File: src/smsel_pkg.sv
// smsel_pkg: types and constants for the stop mode selector
// assumes a single 50 MHz core clock domain
package smsel_pkg;
	localparam int unsigned CLK_PERIOD_NS = 20;
	localparam int unsigned WAKE_SEL_W = 3;
	localparam logic [WAKE_SEL_W-1:0] WAKE_SEL_OFF = 3'h0;
	localparam int unsigned SYNC_STAGES = 3;
	localparam logic [3:0] DBG_ST_OK = 4'h0;
	localparam logic [3:0] DBG_ST_STOPPED = 4'h1;
	localparam logic [3:0] DBG_ST_REJECT = 4'h2;

	typedef enum logic [1:0] {
		SM_CMD_MEM_STATUS,
		SM_CMD_ENTER_DEBUG,
		SM_CMD_NONINTRUSIVE,
		SM_CMD_ACTIVE_ONLY
	} smsel_cmd_t;

	typedef struct packed {
		logic bdm_enable;
		logic lowv_detect_enable;
		logic lowv_stop_enable;
		logic stop_instr_enable;
		logic partial_powerdown_select;
		logic osc_run_in_stop;
		logic adc_async_clk_enable;
		logic [WAKE_SEL_W-1:0] periodic_wake_select;
	} smsel_cfg_t;

	typedef struct packed {
		logic cpu_standby;
		logic cpu_off;
		logic ram_standby;
		logic periph_clk_en;
		logic debug_clk_en;
		logic regulator_active;
		logic icg_active;
		logic adc_active;
		logic wake_timer_run;
		logic pins_held;
	} smsel_pwr_t;

	typedef struct packed {
		logic valid;
		smsel_cmd_t cmd;
	} smsel_dbg_req_t;

	typedef struct packed {
		logic valid;
		logic accepted;
		logic do_access;
		logic [3:0] status;
	} smsel_dbg_rsp_t;
endpackage

File: src/smsel_sync.sv
// smsel_sync: three-stage synchroniser with agree-filter for pin inputs
// assumes input is asynchronous to core_clk
`timescale 1ns/10ps
`default_nettype none
module smsel_sync (
	input wire logic core_clk,
	input wire logic reset,
	input wire logic clk_en,
	input wire logic pin_in,
	output logic level_out
);
	import smsel_pkg::*;
	typedef struct packed {
		logic [SYNC_STAGES-1:0] sr;
		logic lvl;
	} smsel_sync_st_t;
	smsel_sync_st_t st_q, st_d;
	always_comb begin
		st_d = st_q;
		st_d.sr = {st_q.sr[SYNC_STAGES-2:0], pin_in};
		// only second and third stage are compared, first stays private
		if (st_q.sr[1] == st_q.sr[2]) begin
			st_d.lvl = st_q.sr[2];
		end
	end
	always_ff @(posedge core_clk) begin
		if (reset) begin
			// pins idle high, so no false wake right after reset
			st_q <= '1;
		end else if (clk_en) begin
			st_q <= st_d;
		end
	end
	assign level_out = st_q.lvl;
endmodule // smsel_sync
`default_nettype wire

File: src/smsel_dbg_filter.sv
// smsel_dbg_filter: decides which serial debug commands are serviced
// assumes requests are single-cycle pulses in the core clock domain
`timescale 1ns/10ps
`default_nettype none
module smsel_dbg_filter (
	input wire logic core_clk,
	input wire logic reset,
	input wire logic clk_en,
	input wire logic stopped,
	input wire logic active_bg,
	input wire smsel_pkg::smsel_dbg_req_t req,
	output smsel_pkg::smsel_dbg_rsp_t rsp
);
	import smsel_pkg::*;
	smsel_dbg_rsp_t st_q, st_d;
	always_comb begin
		st_d = '0;
		if (req.valid) begin
			st_d.valid = 1'b1;
			st_d.status = DBG_ST_OK;
			if (stopped && !active_bg) begin
				case (req.cmd)
					SM_CMD_MEM_STATUS: begin
						st_d.accepted = 1'b1;
						st_d.status = DBG_ST_STOPPED;
					end
					SM_CMD_ENTER_DEBUG: begin
						st_d.accepted = 1'b1;
					end
					default: begin
						st_d.status = DBG_ST_REJECT;
					end
				endcase
			end else if (req.cmd == SM_CMD_ACTIVE_ONLY && !active_bg) begin
				st_d.status = DBG_ST_REJECT;
			end else begin
				st_d.accepted = 1'b1;
				st_d.do_access = (req.cmd != SM_CMD_ENTER_DEBUG);
			end
		end
	end
	always_ff @(posedge core_clk) begin
		if (reset) begin
			st_q <= '0;
		end else if (clk_en) begin
			st_q <= st_d;
		end
	end
	assign rsp = st_q;
endmodule // smsel_dbg_filter
`default_nettype wire

File: src/smsel_top.sv
// smsel_top: stop mode selection and power/clock gating control
// assumes cpu pulses stop_instr once; wake pins are asynchronous
//
// Notes on behaviour
// - background debug entry from run only when bdm_enable is set
// - bdm_enable at stop entry keeps debug clocks running
// - bdm_enable at stop entry keeps regulator in full regulation
// - deep stop request with bdm_enable enters retained stop instead
// - while stopped only enter-debug and status memory commands are serviced
// - status memory command in stop does no access, returns stopped error
// - enter-debug during stop with bdm_enable wakes into active debug
// - after debug entry from stop every command is accepted
// - retained stop with debug: cpu ram standby, clock gen regulator active
// - low voltage detector selectable for interrupt or reset
// - lowv detect and stop enables keep regulator active in stop
// - deep stop request with lowv detect and stop both enabled enters retained stop
// - peripheral clocks halt in every stop mode, even with debug
// - converter runs in retained stop only with async clock and detector
// - clock generator oscillator runs in retained stop only if enabled or bdm_enable kept debug
// - wake timer runs in stop only when select was nonzero at entry
// - stop with stop_instr_enable clear forces illegal opcode reset
// - partial_powerdown_select 1 picks deep stop, 0 retained stop
// - deep stop wake sets powerdown_wake_flag until acknowledged
// - pins stay latched after deep stop wake until release written
`timescale 1ns/10ps
`default_nettype none
module smsel_top (
	input wire logic core_clk,
	input wire logic reset,
	input wire logic clk_en,
	input wire smsel_pkg::smsel_cfg_t cfg,
	input wire logic stop_instr,
	input wire logic bg_instr,
	input wire logic go_cmd,
	input wire logic reset_pin_n,
	input wire logic irq_pin_n,
	input wire logic async_irq,
	input wire logic wake_timer_evt,
	input wire logic lowv_trip,
	input wire logic lowv_reset_select,
	input wire logic pin_latch_release,
	input wire smsel_pkg::smsel_dbg_req_t dbg_req,
	output smsel_pkg::smsel_dbg_rsp_t dbg_rsp,
	output smsel_pkg::smsel_pwr_t pwr,
	output logic in_stop,
	output logic in_deep_stop,
	output logic active_bg,
	output logic illegal_op_reset,
	output logic deep_wake_reset,
	output logic stop_wake_irq,
	output logic lowv_irq,
	output logic lowv_reset,
	output logic powerdown_wake_flag
);
	import smsel_pkg::*;

	typedef enum logic [1:0] {
		ST_RUN,
		ST_DEEP,
		ST_RETAINED
	} smsel_mode_t;

	typedef struct packed {
		smsel_mode_t mode;
		logic active_bg;
		logic dbg_kept;
		logic reg_kept;
		logic wake_run;
		logic illegal_op;
		logic deep_wake;
		logic stop_irq;
		logic lvi;
		logic lvr;
		logic wake_flag;
		logic pins_latched;
		smsel_pwr_t pwr;
	} smsel_state_t;

	smsel_state_t st_q, st_d;
	logic reset_pin_s_n;
	logic irq_pin_s_n;
	logic lowv_stop_on;
	logic enter_dbg_evt;

	// wake pins come from outside the clock domain
	smsel_sync u_sync_rst (
		.core_clk(core_clk),
		.reset(reset),
		.clk_en(clk_en),
		.pin_in(reset_pin_n),
		.level_out(reset_pin_s_n)
	);

	smsel_sync u_sync_irq (
		.core_clk(core_clk),
		.reset(reset),
		.clk_en(clk_en),
		.pin_in(irq_pin_n),
		.level_out(irq_pin_s_n)
	);

	smsel_dbg_filter u_dbg (
		.core_clk(core_clk),
		.reset(reset),
		.clk_en(clk_en),
		.stopped(st_q.mode != ST_RUN),
		.active_bg(st_q.active_bg),
		.req(dbg_req),
		.rsp(dbg_rsp)
	);

	assign lowv_stop_on = cfg.lowv_detect_enable && cfg.lowv_stop_enable;
	// debug link only survives a stop that kept its clocks
	assign enter_dbg_evt = dbg_req.valid && dbg_req.cmd == SM_CMD_ENTER_DEBUG;

	always_comb begin
		st_d = st_q;
		st_d.illegal_op = 1'b0;
		st_d.deep_wake = 1'b0;
		st_d.stop_irq = 1'b0;
		st_d.lvi = 1'b0;
		st_d.lvr = 1'b0;
		// detector action is chosen by lowv_reset_select
		if (cfg.lowv_detect_enable && lowv_trip) begin
			if (lowv_reset_select) begin
				st_d.lvr = 1'b1;
			end else begin
				st_d.lvi = 1'b1;
			end
		end
		case (st_q.mode)
			ST_RUN: begin
				if (st_q.active_bg) begin
					if (go_cmd) begin
						st_d.active_bg = 1'b0;
					end
				end else if ((bg_instr || enter_dbg_evt) && cfg.bdm_enable) begin
					st_d.active_bg = 1'b1;
				end else if (stop_instr) begin
					if (!cfg.stop_instr_enable) begin
						st_d.illegal_op = 1'b1;
					end else begin
						st_d.dbg_kept = cfg.bdm_enable;
						st_d.reg_kept = cfg.bdm_enable || lowv_stop_on;
						// field sampled once, later writes do not count
						st_d.wake_run = cfg.periodic_wake_select != WAKE_SEL_OFF;
						if (cfg.bdm_enable || lowv_stop_on) begin
							st_d.mode = ST_RETAINED;
						end else if (cfg.partial_powerdown_select) begin
							st_d.mode = ST_DEEP;
							st_d.pins_latched = 1'b1;
						end else begin
							st_d.mode = ST_RETAINED;
						end
					end
				end
			end
			ST_DEEP: begin
				// wake acts as a power-on start, so cpu is reset
				if (!reset_pin_s_n || !irq_pin_s_n || wake_timer_evt) begin
					st_d.mode = ST_RUN;
					st_d.deep_wake = 1'b1;
					st_d.wake_flag = 1'b1;
				end
			end
			ST_RETAINED: begin
				if (st_q.dbg_kept && enter_dbg_evt) begin
					st_d.mode = ST_RUN;
					st_d.active_bg = 1'b1;
				end else if (!reset_pin_s_n) begin
					st_d.mode = ST_RUN;
				end else if (!irq_pin_s_n || async_irq || wake_timer_evt || st_d.lvi) begin
					st_d.mode = ST_RUN;
					st_d.stop_irq = 1'b1;
				end
			end
			default: begin
				st_d.mode = ST_RUN;
			end
		endcase
		if (st_d.mode == ST_RUN) begin
			st_d.dbg_kept = 1'b0;
			st_d.reg_kept = 1'b0;
			st_d.wake_run = 1'b0;
		end
		// release write clears both, only after leaving deep stop
		if (pin_latch_release && st_q.mode == ST_RUN && !st_d.deep_wake) begin
			st_d.wake_flag = 1'b0;
			st_d.pins_latched = 1'b0;
		end
		st_d.pwr = '0;
		case (st_d.mode)
			ST_DEEP: begin
				st_d.pwr.cpu_off = 1'b1;
				st_d.pwr.ram_standby = 1'b1;
				st_d.pwr.pins_held = 1'b1;
				st_d.pwr.wake_timer_run = st_d.wake_run;
			end
			ST_RETAINED: begin
				st_d.pwr.cpu_standby = 1'b1;
				st_d.pwr.ram_standby = 1'b1;
				st_d.pwr.pins_held = 1'b1;
				st_d.pwr.debug_clk_en = st_d.dbg_kept;
				st_d.pwr.regulator_active = st_d.reg_kept;
				st_d.pwr.icg_active = st_d.dbg_kept || cfg.osc_run_in_stop;
				st_d.pwr.adc_active = cfg.adc_async_clk_enable && cfg.lowv_detect_enable;
				st_d.pwr.wake_timer_run = st_d.wake_run;
			end
			default: begin
				st_d.pwr.periph_clk_en = 1'b1;
				st_d.pwr.debug_clk_en = 1'b1;
				st_d.pwr.regulator_active = 1'b1;
				st_d.pwr.icg_active = 1'b1;
				st_d.pwr.adc_active = 1'b1;
				st_d.pwr.wake_timer_run = cfg.periodic_wake_select != WAKE_SEL_OFF;
				st_d.pwr.pins_held = st_d.pins_latched;
			end
		endcase
		// peripheral clocks stay off in stop whatever debug does
		if (st_d.mode != ST_RUN) begin
			st_d.pwr.periph_clk_en = 1'b0;
		end
	end

	always_ff @(posedge core_clk) begin
		if (reset) begin
			st_q <= '0;
			st_q.mode <= ST_RUN;
			st_q.pwr.periph_clk_en <= 1'b1;
			st_q.pwr.debug_clk_en <= 1'b1;
			st_q.pwr.regulator_active <= 1'b1;
			st_q.pwr.icg_active <= 1'b1;
			st_q.pwr.adc_active <= 1'b1;
		end else if (clk_en) begin
			st_q <= st_d;
		end
	end

	assign pwr = st_q.pwr;
	assign in_stop = st_q.mode != ST_RUN;
	assign in_deep_stop = st_q.mode == ST_DEEP;
	assign active_bg = st_q.active_bg;
	assign illegal_op_reset = st_q.illegal_op;
	assign deep_wake_reset = st_q.deep_wake;
	assign stop_wake_irq = st_q.stop_irq;
	assign lowv_irq = st_q.lvi;
	assign lowv_reset = st_q.lvr;
	assign powerdown_wake_flag = st_q.wake_flag;
endmodule // smsel_top
`default_nettype wire

File: config.mk
export PLATFORM = sky130hd
export DESIGN_NAME = smsel_top
export DESIGN_NICKNAME = d
export VERILOG_FILES = /design/src/smsel_pkg.sv /design/src/smsel_sync.sv /design/src/smsel_dbg_filter.sv /design/src/smsel_top.sv
export SDC_FILE = /design/constraint.sdc
export NUM_CORES = 1
export LEC_CHECK = 0
export ABC_AREA = 0
export BUFFER_PORTS_ARGS = -buffer_cell sky130_fd_sc_hd__buf_2
export CAP_MARGIN = 10
export CELL_PAD_IN_SITES_DETAIL_PLACEMENT = 0
export CELL_PAD_IN_SITES_GLOBAL_PLACEMENT = 1
export CORE_UTILIZATION = 38
export DETAILED_ROUTE_END_ITERATION = 10
export PLACE_DENSITY_LB_ADDON = 0.08
export SLEW_MARGIN = 20
export SYNTH_ARGS = -nofsm -noshare
export SYNTH_HDL_FRONTEND = slang
export SYNTH_HIERARCHICAL = 1
export SYNTH_SLANG_ARGS = --single-unit
File: constraint.sdc
create_clock -name core_clk -period 2.6 [get_ports core_clk]
set_input_delay 0.26 -clock core_clk [delete_from_list [all_inputs] [get_ports core_clk]]
set_output_delay 0.26 -clock core_clk [all_outputs]
set_load 0.02 [all_outputs]
# [Word level (Yosys, flattened, before mapping)]
# Cells that the tools add are included.
[word_totals] latchBits=0 memories=0 inputBits=26 output_inout_bits=26 romBits=0 ramBits=0 reg_bits=38
[classes] reduce_logical=37 shift=0 div=0 bitwise_logic=0 n_lt_le_gt_ge=0 mul=0 addsub=0 mux=57 n_eq_ne=10
[ops] cell="$mux W1" count=30
[ops] cell="$mux W2" count=15
[ops] cell="$mux W4" count=5
[ops] cell="$logic_and A1 B1 Y1" count=10
[ops] cell="$reduce_bool A2 Y1" count=5
[ops] cell="$logic_or A1 B1 Y1" count=8
[ops] cell="$pmux W4 S2" count=1
[ops] cell="$mux W7" count=1
[ops] cell="$eq A2 B1 Y1 const B" count=3
[ops] cell="$eq A2 B2 Y1 const B" count=3
[ops] cell="$logic_not A2 Y1" count=3
[ops] cell="$mux W3" count=2
[ops] cell="$pmux W2 S3" count=1
[ops] cell="$reduce_and A3 Y1" count=2
[ops] cell="$logic_not A1 Y1" count=4
[ops] cell="$pmux W2 S2" count=1
[ops] cell="$reduce_and A2 Y1" count=2
[ops] cell="$reduce_or A2 Y1" count=2
[ops] cell="$reduce_bool A3 Y1" count=1
[ops] cell="$eq A1 B1 Y1" count=2
[ops] cell="$ne A2 B1 Y1 const B" count=1
[ops] cell="$ne A2 B2 Y1 const B" count=1
[ops] cell="$pmux W1 S2" count=1

# [Logic depth before layout (Yosys ltp)]
# Gate-level depths: netlist of the first run.
[depth] depth_word=12 depth_mapped=10 ltp_nobuf=9

# [Hierarchy]
# The synthesis of the first run kept the hierarchy.
[modules_own_cells] mod="smsel_top" seq_area_each_um2=460.4 area_each_um2=1317.5 n_inst=1 cells_per_inst=153
[modules_own_cells] mod="smsel_sync" seq_area_each_um2=80.1 area_each_um2=147.6 n_inst=2 cells_per_inst=15
[modules_own_cells] mod="smsel_dbg_filter" seq_area_each_um2=100.1 area_each_um2=251.5 n_inst=1 cells_per_inst=27

# [Worst setup path before layout of the first run]
# Ideal clock, no wire load.
[synth_path] path_type="register -> register" startpoint="register st_q (netlist bit active_bg)" endpoint="register, netlist name pwr[0]" required_ns=2.505 synth_period_minus_slack_ns=2.183 path_stages_with_launch=10 setup_slack_ns=0.417 arrival_time_ns=2.087 setup_ns=0.095 cell_sequence="dfxtp_1 nor4b_4 nand4_4 o22ai_1 and2_1 ha_1 nand2_1 o21ai_0 nor2b_1 a221oi_1"
[synth_between] elab_chain_len=5 elab_cells_between_ends=9
[synth_lines] element="start: declaration" line_no="smsel_top.sv:79" text="smsel_state_t st_q, st_d;"
[synth_lines] element="start signal: assignment" line_no="smsel_top.sv:235" text="st_q <= st_d;"
[synth_lines] element="$mux W2" line_no="smsel_top.sv:133" text="if (st_q.active_bg) begin"
[synth_lines] element="$pmux W2 S3" line_no="smsel_top.sv:131" text="case (st_q.mode)"
[synth_lines] element="$eq A2 B2 Y1 or $eq A2 B1 Y1 (tied branches)" line_no="smsel_top.sv:192" text="case (st_d.mode)"
[synth_lines] element="$reduce_or A2 Y1 (no line)"
[synth_lines] element="$mux W2 (*)" line_no="smsel_top.sv:192"
# Mark *: on every way between the ends. The rest lies on a longest branch, timed or not.
# A chain may end at the register's enable or synchronous reset.

# [Worst setup path after layout of the first run]
[layout_path] startpoint="register st_q (netlist bit active_bg)" endpoint="register, netlist name pwr[5]"
[layout_between] elab_chain_len=5 elab_cells_between_ends=9
[layout_lines] element="$mux W2" line_no="smsel_top.sv:133"
[layout_lines] element="$pmux W2 S3" line_no="smsel_top.sv:131"
[layout_lines] element="$logic_not A2 Y1" line_no="smsel_top.sv:181" text="if (st_d.mode == ST_RUN) begin"
[layout_lines] element="$mux W3" line_no="smsel_top.sv:181"
[layout_lines] element="$pmux W4 S2 (*)" line_no="smsel_top.sv:192"
# Marks and branches as above.

==> qor.csv, run 1 <==
stage;metric;value;unit
yosys;async_flop_share;0;%
yosys;syn_avg_cell_area;8.878;um^2
clock_network;cts_resized;0;
yosys;yosys_most_used_dff;dfxtp_1;
drt;viasPerCell;5.109;
power;p_leak;0.9822;nW
global_route;grt_overflow;0;
power;power;0.001478;W
sta;fmax;430.9;MHz
cells_and_area;area_growth;21.07;%
clock_network;numClockSinks;36;
placement;place_congestion;0.7378;
drt;ant_nets;0;
sta;fin_skew;7.972;ps
yosys;synth.area.top_cells;dfxtp_1 39%, nand2_1 5.0%, buf_4 4.8%;
yosys;synth_top_area_share;38.66;%
hold_path;min_from;irq_pin_n;
floorplanning;fp.dieW;72.04;um
floorplanning;rows;25;
power;peakVddDrop;352.1;uV
hold_path;min_path_type;in -> reg;
critical_path;critPathMostFrequentCell;nand2_1;
placement;dp_hpwl;3082;um
cells_and_area;num_antenna_cells;0;
critical_path;cp_slowest_stage_delay;410;ps
job;cap_violations;0;
critical_path;cp_data_arrival_time;2470;ps
critical_path;required;2750;ps
global_route;grt-busiest-layer;met2;
power;p_clk_share;46.4;%
sta;rsz0062_at_grt;no;
floorplanning;ios;52;
yosys;syn_inst;210;
cells_and_area;nNetsFinal;281;
floorplanning;core_area;4723;um^2
sta;final.setup.tns;0;ps
clock_network;cts_buffer_depth;2;
yosys;synthDistinctLibCells;53;
drt;wl_per_cell;13.66;um
floorplanning;dieHeight;72.04;um
cells_and_area;final_cell_mix;49 x buf_2, 36 x dfxtp_1, 25 x nand2_1;
critical_path;critPathCaptureType;flip-flop;
power;intPower;0.001136;W
cells_and_area;fillers;489;
cells_and_area;drive_above_1_share;28.46;%
drt;drc;0;
power;power_density;654.8;nW/um^2
drt;vias;1635;
drt;routed_wl;4371;um
yosys;yosysWarningCount;6;
sta;relSlewSlack;66.26;%
yosys;synth_edf_count;0;
sta;slew_violations;0;
clock_network;clkSlewWorstSetupHoldPaths;80;ps
critical_path;rr_startpoint;active_bg;
critical_path;slowest_stage;dfxtp_1;
clock_network;clk_latency;290;ps
clock_network;cts_made_buffers;5;
sta;period_minus_slack;2321;ps
status;status;finished, final reports clean;
global_route;grt_use_met2;27.99;%
critical_path;start_kind;flip-flop;
hold_path;worstHoldPathCells;2;
global_route;grt_max_degree;52;
critical_path;critical_path.top_delay_family;simple AND/OR/NAND/NOR gates;
sta;setup_viol;0;
floorplanning;start_util;39.47;%
critical_path;r2r_end;pwr[5];
global_route;grt_pass1_wl;7293;um
critical_path;crit_type;reg -> reg;
global_route;grtUsageTotal;18.32;%
critical_path;rr_worst_depth;9;
cells_and_area;final_common_cell;buf_2;
power;p_sw;0.0003416;W
critical_path;path_max_fanout;10;
yosys;synth_top_area_cell;dfxtp_1;
global_route;antenna_found_initial;0;
power;swShare;23.12;%
global_route;met1_usage;25.30;%
power;seqPwrFrac;40.1;%
clock_network;cts-root-buf;clkbuf_8;
yosys;ys_ff_latch;36;
sta;worst_pin_slew;506.2;ps
clock_network;htree_num_levels;2;
yosys;syn_area;1864;um^2
drt;first_pass_iters;5;
power;comb_power_share;13.5;%
hold_path;hold-path-endpoint;u_sync_irq/st_d[2];
critical_path;crit_chain;nor4b_4 -> nand4_4 -> o22ai_1 -> nand2_1 -> ha_1 -> nand2_1 -> nor3b_1 -> a21boi_0 -> o221ai_1;
global_route;grt_pass1_vias;1492;
global_route;met3_usage;4.306;%
critical_path;path_buf_inv;0;
drt;drtIter0Drc;80;
floorplanning;die_area;5190;um^2
clock_network;cts_tree;done;
critical_path;r2r_slack;280;ps
sta;fin_crit_sh;89.26;%
sta;finalHoldViolations;0;
yosys;yosysSeqAreaShare;38.66;%
placement;io_buffers;49;
clock_network;postCtsHoldBufs;0;
final cells by class:
| cell class | instances | area, um^2 | area share (%) |
|---|---|---|---|
| multi-input combinational | 142 | 962.2 | 42.63 |
| timing repair buffer | 54 | 282.8 | 12.53 |
| clock inverter | 3 | 90.09 | 3.991 |
| clock buffer | 5 | 68.82 | 3.049 |
| inverter | 13 | 48.80 | 2.162 |
| tap | 67 | 83.83 | 3.714 |
| sequential | 36 | 720.7 | 31.93 |
sequential cells by signal (all words and copies together) (netlist names):
| register | flops |
|---|---|
| lowv_reset | 1 |
| u_sync_rst/level_out | 1 |
| u_dbg/rsp | 5 |
| u_sync_irq/st_q | 1 |
| pwr | 10 |
| u_sync_rst/st_d | 2 |
| lowv_irq | 1 |
| st_q | 6 |
| u_sync_rst/st_q | 1 |
| active_bg | 1 |
| deep_wake_reset | 1 |
| powerdown_wake_flag | 1 |
| u_sync_irq/st_d | 2 |
| illegal_op_reset | 1 |
| stop_wake_irq | 1 |
| u_sync_irq/level_out | 1 |
power by group through the flow:
| stage | clock network [W] | registers (W) | logic, W |
|---|---|---|---|
| 6_report | 0.000686 | 0.000592 | 0.000200 |
| 5_1_grt | 0.000726 | 0.000595 | 0.000222 |
| 4_1_cts | 0.000701 | 0.000592 | 0.000200 |
| 3_5_place_dp | 0 | 0.000605 | 0.000199 |
| 3_3_place_gp | 0 | 0.000605 | 0.000200 |
| 2_1_floorplan | 0 | 0.000609 | 0.000135 |
logic make-up (layout without fill, tap and decap cells):
family | after synthesis | count (layout) | synth area share (%)
compound gates | 57 | 57 | 21.61
fa+ha+maj | 3 | 3 | 2.014
mux | 5 | 5 | 2.752
simple gates | 75 | 75 | 24.83
buf+inv | 33 | 75 | 9.933
flops | 36 | 36 | 38.66
other cells | 1 | 2 | 0.2011
worst max-delay path by stage:
stage | start | to | slack, ps | cells after the start
finish | active_bg | pwr[5] | 280 | 9
global route | active_bg | pwr[3] | 20 | 9
CTS | active_bg | pwr[5] | 220 | 9
detailed placement | active_bg | pwr[5] | 250 | 9
global placement | active_bg | pwr[5] | 290 | 9
floorplan | active_bg | pwr[0] | 420 | 9
synth_stat cells, drive strengths merged, types with 2 or more instances:
library cell and n:
nand3b 3, a311oi 2, buf 17, a211o 4
o21ai 9, nand3 6, mux2i 4, and3b 2
a21boi 2, a31oi 2, a211oi 3, nand4 3
nand4b 2, nor2 9, nor2b 5, nand2b 5
and2 2, nand2 25, o21bai 2, o32ai 3
nor3 3, ha 3, nor4b 4, clkbuf 3
inv 13, a21oi 16, o221ai 3, dfxtp 36
what timing repair did:
item / CTS / global route
endpoints found under the hold margin: 0 / 0
buffers inserted: 0 / 1
setup endpoints to repair: 0 / 2
layer usage:
| layer | part of all wire [%] | vias up |
|---|---|---|
| li1 | - | 831 |
| met1 | 49 | 763 |
| met2 | 46 | 37 |
| met3 | 4.0 | 4 |
| met4 | 1.2 | 0 |
| met5 | 0 | - |
through the flow:
step	std cells	worst slack, ps	util (%)	cell area, um^2	hold slack, ps
detailed placement	311	247.9	44.26	2091	443.6
floorplan	211	417.2	-	1868	329.1
global route	320	16.43	47.79	2257	147.4
CTS	319	221.9	47.63	2250	159.7
finish	320	279.3	47.79	2257	168.9
global placement	311	293.6	44.26	2091	438.8
Power figures use the tool's default switching activity.
==> inputs of run 2 (changes only) <==
==> constraint.sdc (replaced) <==
create_clock -name core_clk -period 2.2 [get_ports core_clk]
set_input_delay 0.22 -clock core_clk [delete_from_list [all_inputs] [get_ports core_clk]]
set_output_delay 0.22 -clock core_clk [all_outputs]
set_load 0.005 [all_outputs]
==> run 2 against run 1 <==
Critical path depth shrank 1. Clock skew is essentially flat. Utilization grew 0.74 points. Largest cell class unchanged. Largest power group is now registers. Highest routed layer unchanged.
==> qor.csv, run 2 (synthesized netlist as in run 1, its figures left out) <==
stage;metric;value;unit
clock_network;clkSlewWorstSetupHoldPaths;70;ps
hold_path;min_from;irq_pin_n;
sta;period_minus_slack;2068;ps
sta;worst_slack;131.7;ps
cells_and_area;top_register;pwr;
power;p_sw;0.0003647;W
sta;fin_skew;7.883;ps
clock_network;numClockSinks;36;
status;status;finished, final reports clean;
hold_path;min_path_type;in -> reg;
global_route;antenna_found_initial;0;
global_route;grt_pass1_wl;7203;um
cells_and_area;final_util;48.53;%
job;cap_violations;0;
critical_path;r2r_end;pwr[1];
cells_and_area;num_antenna_cells;0;
hold_path;worstHoldPathCells;2;
drt;drc;0;
critical_path;cp_slowest_stage_delay;340;ps
cells_and_area;nNetsFinal;293;
power;intPower;0.001067;W
floorplanning;fp.dieW;72.04;um
power;peakVddDrop;407.4;uV
floorplanning;ios;52;
drt;first_pass_iters;4;
critical_path;r2r_slack;130;ps
critical_path;rr_worst_depth;8;
drt;ant_nets;0;
drt;vias;1640;
sta;fmax;483.5;MHz
power;comb_power_share;16.1;%
global_route;grtUsageTotal;18.19;%
clock_network;cts-root-buf;clkbuf_8;
cells_and_area;final_cells;331;
clock_network;cts_made_buffers;5;
critical_path;slowest_stage;dfxtp_2;
floorplanning;start_util;39.47;%
critical_path;path_max_fanout;4;
floorplanning;rows;25;
sta;rsz0062_at_grt;no;
floorplanning;core_area;4723;um^2
placement;io_buffers;49;
sta;slew_violations;0;
global_route;grt_max_degree;38;
clock_network;cts_buffer_depth;2;
placement;dp_cells;323;
power;p_clk_share;35.2;%
sta;fin_crit_sh;94.01;%
power;swShare;25.47;%
drt;drtIter0Drc;45;
cells_and_area;final_cell_mix;49 x buf_2, 35 x dfxtp_1, 25 x nand2_1;
critical_path;required;2420;ps
drt;viasPerCell;4.955;
critical_path;critPathCaptureType;flip-flop;
sta;setup_viol;0;
power;p_leak;1.014;nW
placement;dp_hpwl;3260;um
power;power_density;624.7;nW/um^2
placement;pre_cts_slack;77.42;ps
global_route;grt_overflow;0;
clock_network;cts_tree;done;
cells_and_area;drive_above_1_share;32.20;%
cells_and_area;largest_reg_flops;10;
critical_path;start_kind;flip-flop;
global_route;grt_pass1_vias;1516;
critical_path;cp_data_arrival_time;2290;ps
clock_network;clk_latency;290;ps
critical_path;rr_startpoint;st_q[21];
drt;routed_wl;4486;um
clock_network;postCtsHoldBufs;0;
cells_and_area;final_common_cell;buf_2;
drt;wl_per_cell;13.55;um
floorplanning;dieHeight;72.04;um
placement;place_congestion;0.7435;
cells_and_area;area_growth;22.95;%
power;seqPwrFrac;48.6;%
sta;final.setup.tns;0;ps
clock_network;htree_num_levels;2;
sta;finalHoldViolations;0;
floorplanning;die_area;5190;um^2
power;power;0.001432;W
critical_path;crit_type;reg -> reg;
critical_path;crit_chain;nor4b_4 -> nand4_4 -> o22ai_2 -> and2_1 -> ha_1 -> a311oi_1 -> nand2_1 -> o2bb2ai_1;
hold_path;hold-path-endpoint;u_sync_irq/st_d[2];
[run 2: cell type report]
class | instances | area, um^2
well taps | 67 | 83.83
flip-flops and latches | 36 | 721.9
fillers | 498 | 2431
repair buffers | 66 | 372.9
inverters | 13 | 48.80
clock buffers | 7 | 96.34
multi-input cells | 142 | 968.4
[run 2: repair_timing]
action,CTS,global route
resized for setup,0,4
setup endpoints to repair,0,4
setup buffers,0,1
endpoints found under the hold margin,0,0
[run 2: worst max-delay path, delay by kind of cell (launching register included)]
kind / cells / cell delay, ps
AOI/OAI and AO/OA: 3 / 670
adders and majority gates: 1 / 260
DFF: 1 / 340
and+or+nand+nor: 4 / 720
[run 2: metrics by stage]
step / instance area [um^2] / hold WS [ps]
global route: 2292 / 130.6
CTS: 2277 / 127.4
floorplan: 1868 / 289.1
global placement: 2181 / 424.1
detailed placement: 2181 / 428.9
finish: 2292 / 136.0
[run 2: worst max path at each step]
stage | from | endpoint | slack (ps) | depth (start not counted)
6_report | st_q[21] | pwr[1] | 130 | 8
5_1_grt | st_q[21] | pwr[0] | 10 | 9
2_1_floorplan | active_bg | pwr[0] | 90 | 9
3_3_place_gp | active_bg | pwr[0] | 100 | 9
3_5_place_dp | active_bg | pwr[0] | 80 | 9
4_1_cts | active_bg | pwr[0] | 70 | 9
[run 2: power by group through the flow]
stage / clock network (W) / logic [W] / registers (W)
2_1_floorplan: 0 / 0.000143 / 0.000711
3_3_place_gp: 0 / 0.000229 / 0.000711
3_5_place_dp: 0 / 0.000229 / 0.000712
4_1_cts: 0.000522 / 0.000230 / 0.000697
5_1_grt: 0.000554 / 0.000256 / 0.000701
6_report: 0.000505 / 0.000231 / 0.000697
[run 2: routing by layer]
metal  global-route usage, %  part of all wire [%]  vias up  wire (um)
met2                   27.99                    46       33       2046
met5                       0                     0        -          0
li1                        -                     -      851          -
met1                   24.59                    49      749       2212
met3                   4.583                   3.6        7        161
met4                   6.972                   1.4        0         65
==> inputs of run 3 (changes only) <==
Settings changed: ABC_AREA 0 to 1, CORE_UTILIZATION 38 to 32.
Clock period 2.2 ns to 1.9 ns, I/O delays scaled along.
==> run 3 against run 2 <==
Synthesized cell count rose by 17%. First-iteration DRC count increased by 62%. Worst setup slack better by 71 ps. Die area up 14%. Wire length shrank 7.0%. Critical path depth increased by 4. Sequential share of layout area rose by 1.8 points. Sequential cell count is the same. Combinational power is 19% higher. Utilization down 7.4 points. Highest routed layer unchanged.
==> qor.csv, run 3 <==
stage;metric;value;unit
status;status;finished, final reports clean;
yosys;synth_edf_count;0;
sta;finalHoldViolations;0;
floorplanning;fp.dieW;76.91;um
cells_and_area;num_antenna_cells;0;
global_route;grt_overflow;0;
critical_path;path_depth;12;
sta;setup_viol;0;
global_route;antenna_found_initial;0;
drt;vias;1626;
sta;period_minus_slack;1697;ps
drt;viasPerCell;4.479;
placement;io_buffers;49;
clock_network;clk_latency;280;ps
cells_and_area;largest_reg_flops;10;
hold_path;worstHoldPathCells;3;
yosys;yosysSeqAreaShare;40.14;%
sta;final.setup.tns;0;ps
floorplanning;start_util;34.07;%
cells_and_area;nNetsFinal;321;
placement;dp_cells;355;
placement;place_congestion;0.7449;
global_route;grt_max_degree;19;
clock_network;cts-root-buf;clkbuf_8;
floorplanning;ios;52;
yosys;ys_top_cells_by_count;58 x nand2_1, 36 x dfxtp_1, 26 x inv_1, 22 x a21oi_1, 17 x nand3_1;
sta;rsz0062_at_grt;no;
critical_path;crit_type;reg -> reg;
sta;fin_skew;4.095;ps
yosys;yosys_most_used_dff;dfxtp_1;
critical_path;rr_worst_depth;12;
cells_and_area;final_cell_mix;58 x nand2_1, 49 x buf_2, 36 x dfxtp_1;
yosys;yosysWarningCount;6;
cells_and_area;area_growth;20.63;%
power;intPower;0.001200;W
drt;drc;0;
critical_path;critPathMostFrequentCell;nor2_4;
yosys;async_flop_share;0;%
yosys;synth-simple-area-share;31.43;%
yosys;synth_top_area_cell;dfxtp_1;
yosys;synth-adder-area-share;2.091;%
clock_network;numClockSinks;36;
clock_network;cts_buffer_depth;2;
yosys;synthMuxAreaShare;0;%
yosys;ys_ff_latch;36;
yosys;syn_avg_cell_area;7.328;um^2
power;p_clk_share;34.1;%
power;p_sw;0.0004542;W
critical_path;slowest_stage;dfxtp_1;
floorplanning;core_area;5270;um^2
global_route;grt_pass1_vias;1575;
drt;wl_per_cell;11.49;um
yosys;syn_inst;245;
job;cap_violations;0;
clock_network;postCtsHoldBufs;0;
power;swShare;27.45;%
yosys;synth-compound-area-share;13.31;%
critical_path;path_max_fanout;8;
hold_path;min_path_type;in -> reg;
floorplanning;dieHeight;76.91;um
critical_path;critical_path.top_delay_family;simple AND/OR/NAND/NOR gates;
yosys;synth_top_area_share;40.14;%
sta;fmax;589.3;MHz
cells_and_area;final_cells;363;
cells_and_area;top_register;pwr;
power;power_density;763.8;nW/um^2
yosys;synthDistinctLibCells;27;
yosys;synth.area.top_cells;dfxtp_1 40%, nand2_1 12%, a21oi_1 6.1%;
clock_network;clkSlewWorstSetupHoldPaths;70;ps
critical_path;cp_slowest_stage_delay;350;ps
cells_and_area;drive_above_1_share;29.69;%
critical_path;critPathCaptureType;flip-flop;
floorplanning;rows;26;
global_route;grtUsageTotal;15.36;%
clock_network;htree_num_levels;2;
floorplanning;die_area;5914;um^2
clock_network;cts_tree;done;
sta;fin_crit_sh;89.31;%
yosys;syn_area;1795;um^2
drt;routed_wl;4172;um
placement;dp_hpwl;3135;um
drt;drtIter0Drc;73;
global_route;grt_pass1_wl;7210;um
power;peakVddDrop;348.1;uV
clock_network;cts_setup_buffers;0;
drt;ant_nets;0;
critical_path;start_kind;flip-flop;
sta;slew_violations;0;
yosys;synth-xor-area-share;0;%
critical_path;crit_chain;inv_2 -> nand2_4 -> nor2_4 -> nand2_4 -> nor2_4 -> nor2_4 -> inv_1 -> ha_1 -> nand2_1 -> inv_1 -> nand3_1 -> nand4_1;
power;seqPwrFrac;49.3;%
critical_path;cp_data_arrival_time;1860;ps
clock_network;cts_resized;0;
critical_path;path_buf_inv;3;
drt;first_pass_iters;4;
clock_network;cts_made_buffers;5;
power;p_leak;1.092;nW
cells_and_area;final_common_cell;nand2_1;
yosys;synth_top_family_by_area;simple AND/OR/NAND/NOR gates;
critical_path;required;2060;ps
sta;whs;111.0;ps
yosys;synth.most_common_cell;nand2_1;
power;comb_power_share;16.6;%
-- run 3: cell types whose count changed in the layout (fill, tap and decap cells not counted), sizes merged, moves of 4 or more --
cell,delta
nand3,+14
nand2,+44
a21oi,+8
nand2b,-5
mux2i,-4
a211o,-4
buf,-11
nor2,+5
nor2b,-5
nor4b,-4
inv,+17
-- run 3: final cells by class --
| cell class | instances | area, um^2 |
|---|---|---|
| fill | 603 | 3104 |
| multi-input combinational | 161 | 852.1 |
| sequential | 36 | 720.7 |
| timing repair buffer | 55 | 290.3 |
| inverter | 33 | 125.1 |
| clock buffer | 8 | 90.09 |
| tap | 70 | 87.58 |
-- run 3: kinds of logic after synthesis --
| logic type | count (synthesis) |
|---|---|
| buf+inv | 49 |
| compound gates | 43 |
| other cells | 1 |
| fa+ha+maj | 3 |
| flops | 36 |
| simple gates | 113 |
-- run 3: stage by stage --
stage / util, % / worst slack [ps] / power, W / instance area (um^2)
final: 41.10 / 203.1 / 0.001654 / 2166
after global routing: 41.10 / 39.50 / 0.001739 / 2166
after CTS: 41.03 / 107.3 / 0.001679 / 2162
after detailed placement: 39.32 / 69.32 / 0.001109 / 2072
after global placement: 39.32 / 55.78 / 0.001109 / 2072
after floorplan: - / 298.6 / 0.001014 / 1799
-- run 3: worst reg2reg max path: cells and delay by family, from the launching register on --
| kind | cells | cell delay [ps] |
|---|---|---|
| simple gates | 8 | 800 |
| flops | 1 | 350 |
| buf+inv | 3 | 230 |
| fa+ha+maj | 1 | 210 |
-- run 3: per-layer routing --
| metal | GRT usage, % | vias to the layer above | wire [um] |
|---|---|---|---|
| met5 | 0 | - | 0 |
| met4 | 4.615 | 0 | 51 |
| met3 | 3.929 | 5 | 177 |
| met2 | 26.25 | 31 | 1943 |
| met1 | 18.75 | 716 | 2001 |
| li1 | - | 874 | - |
-- run 3: power groups by stage --
stage	clock [W]	sequential [W]	combinational [W]
detailed placement	0	0.000832	0.000277
global placement	0	0.000832	0.000278
floorplan	0	0.000835	0.000179
CTS	0.000587	0.000815	0.000278
global route	0.000605	0.000820	0.000314
finish	0.000565	0.000815	0.000275
-- run 3: path summary, 6_finish.rpt --
path	startpoint	slack [ps]	endpoint
worst max register to register	st_q[21]	200	pwr[3]
worst min register to register	pwr[7]	460	pwr[7]
worst min-delay path	reset_pin_n	110	u_sync_rst/st_d[2]
worst max-delay path	st_q[21]	200	pwr[3]
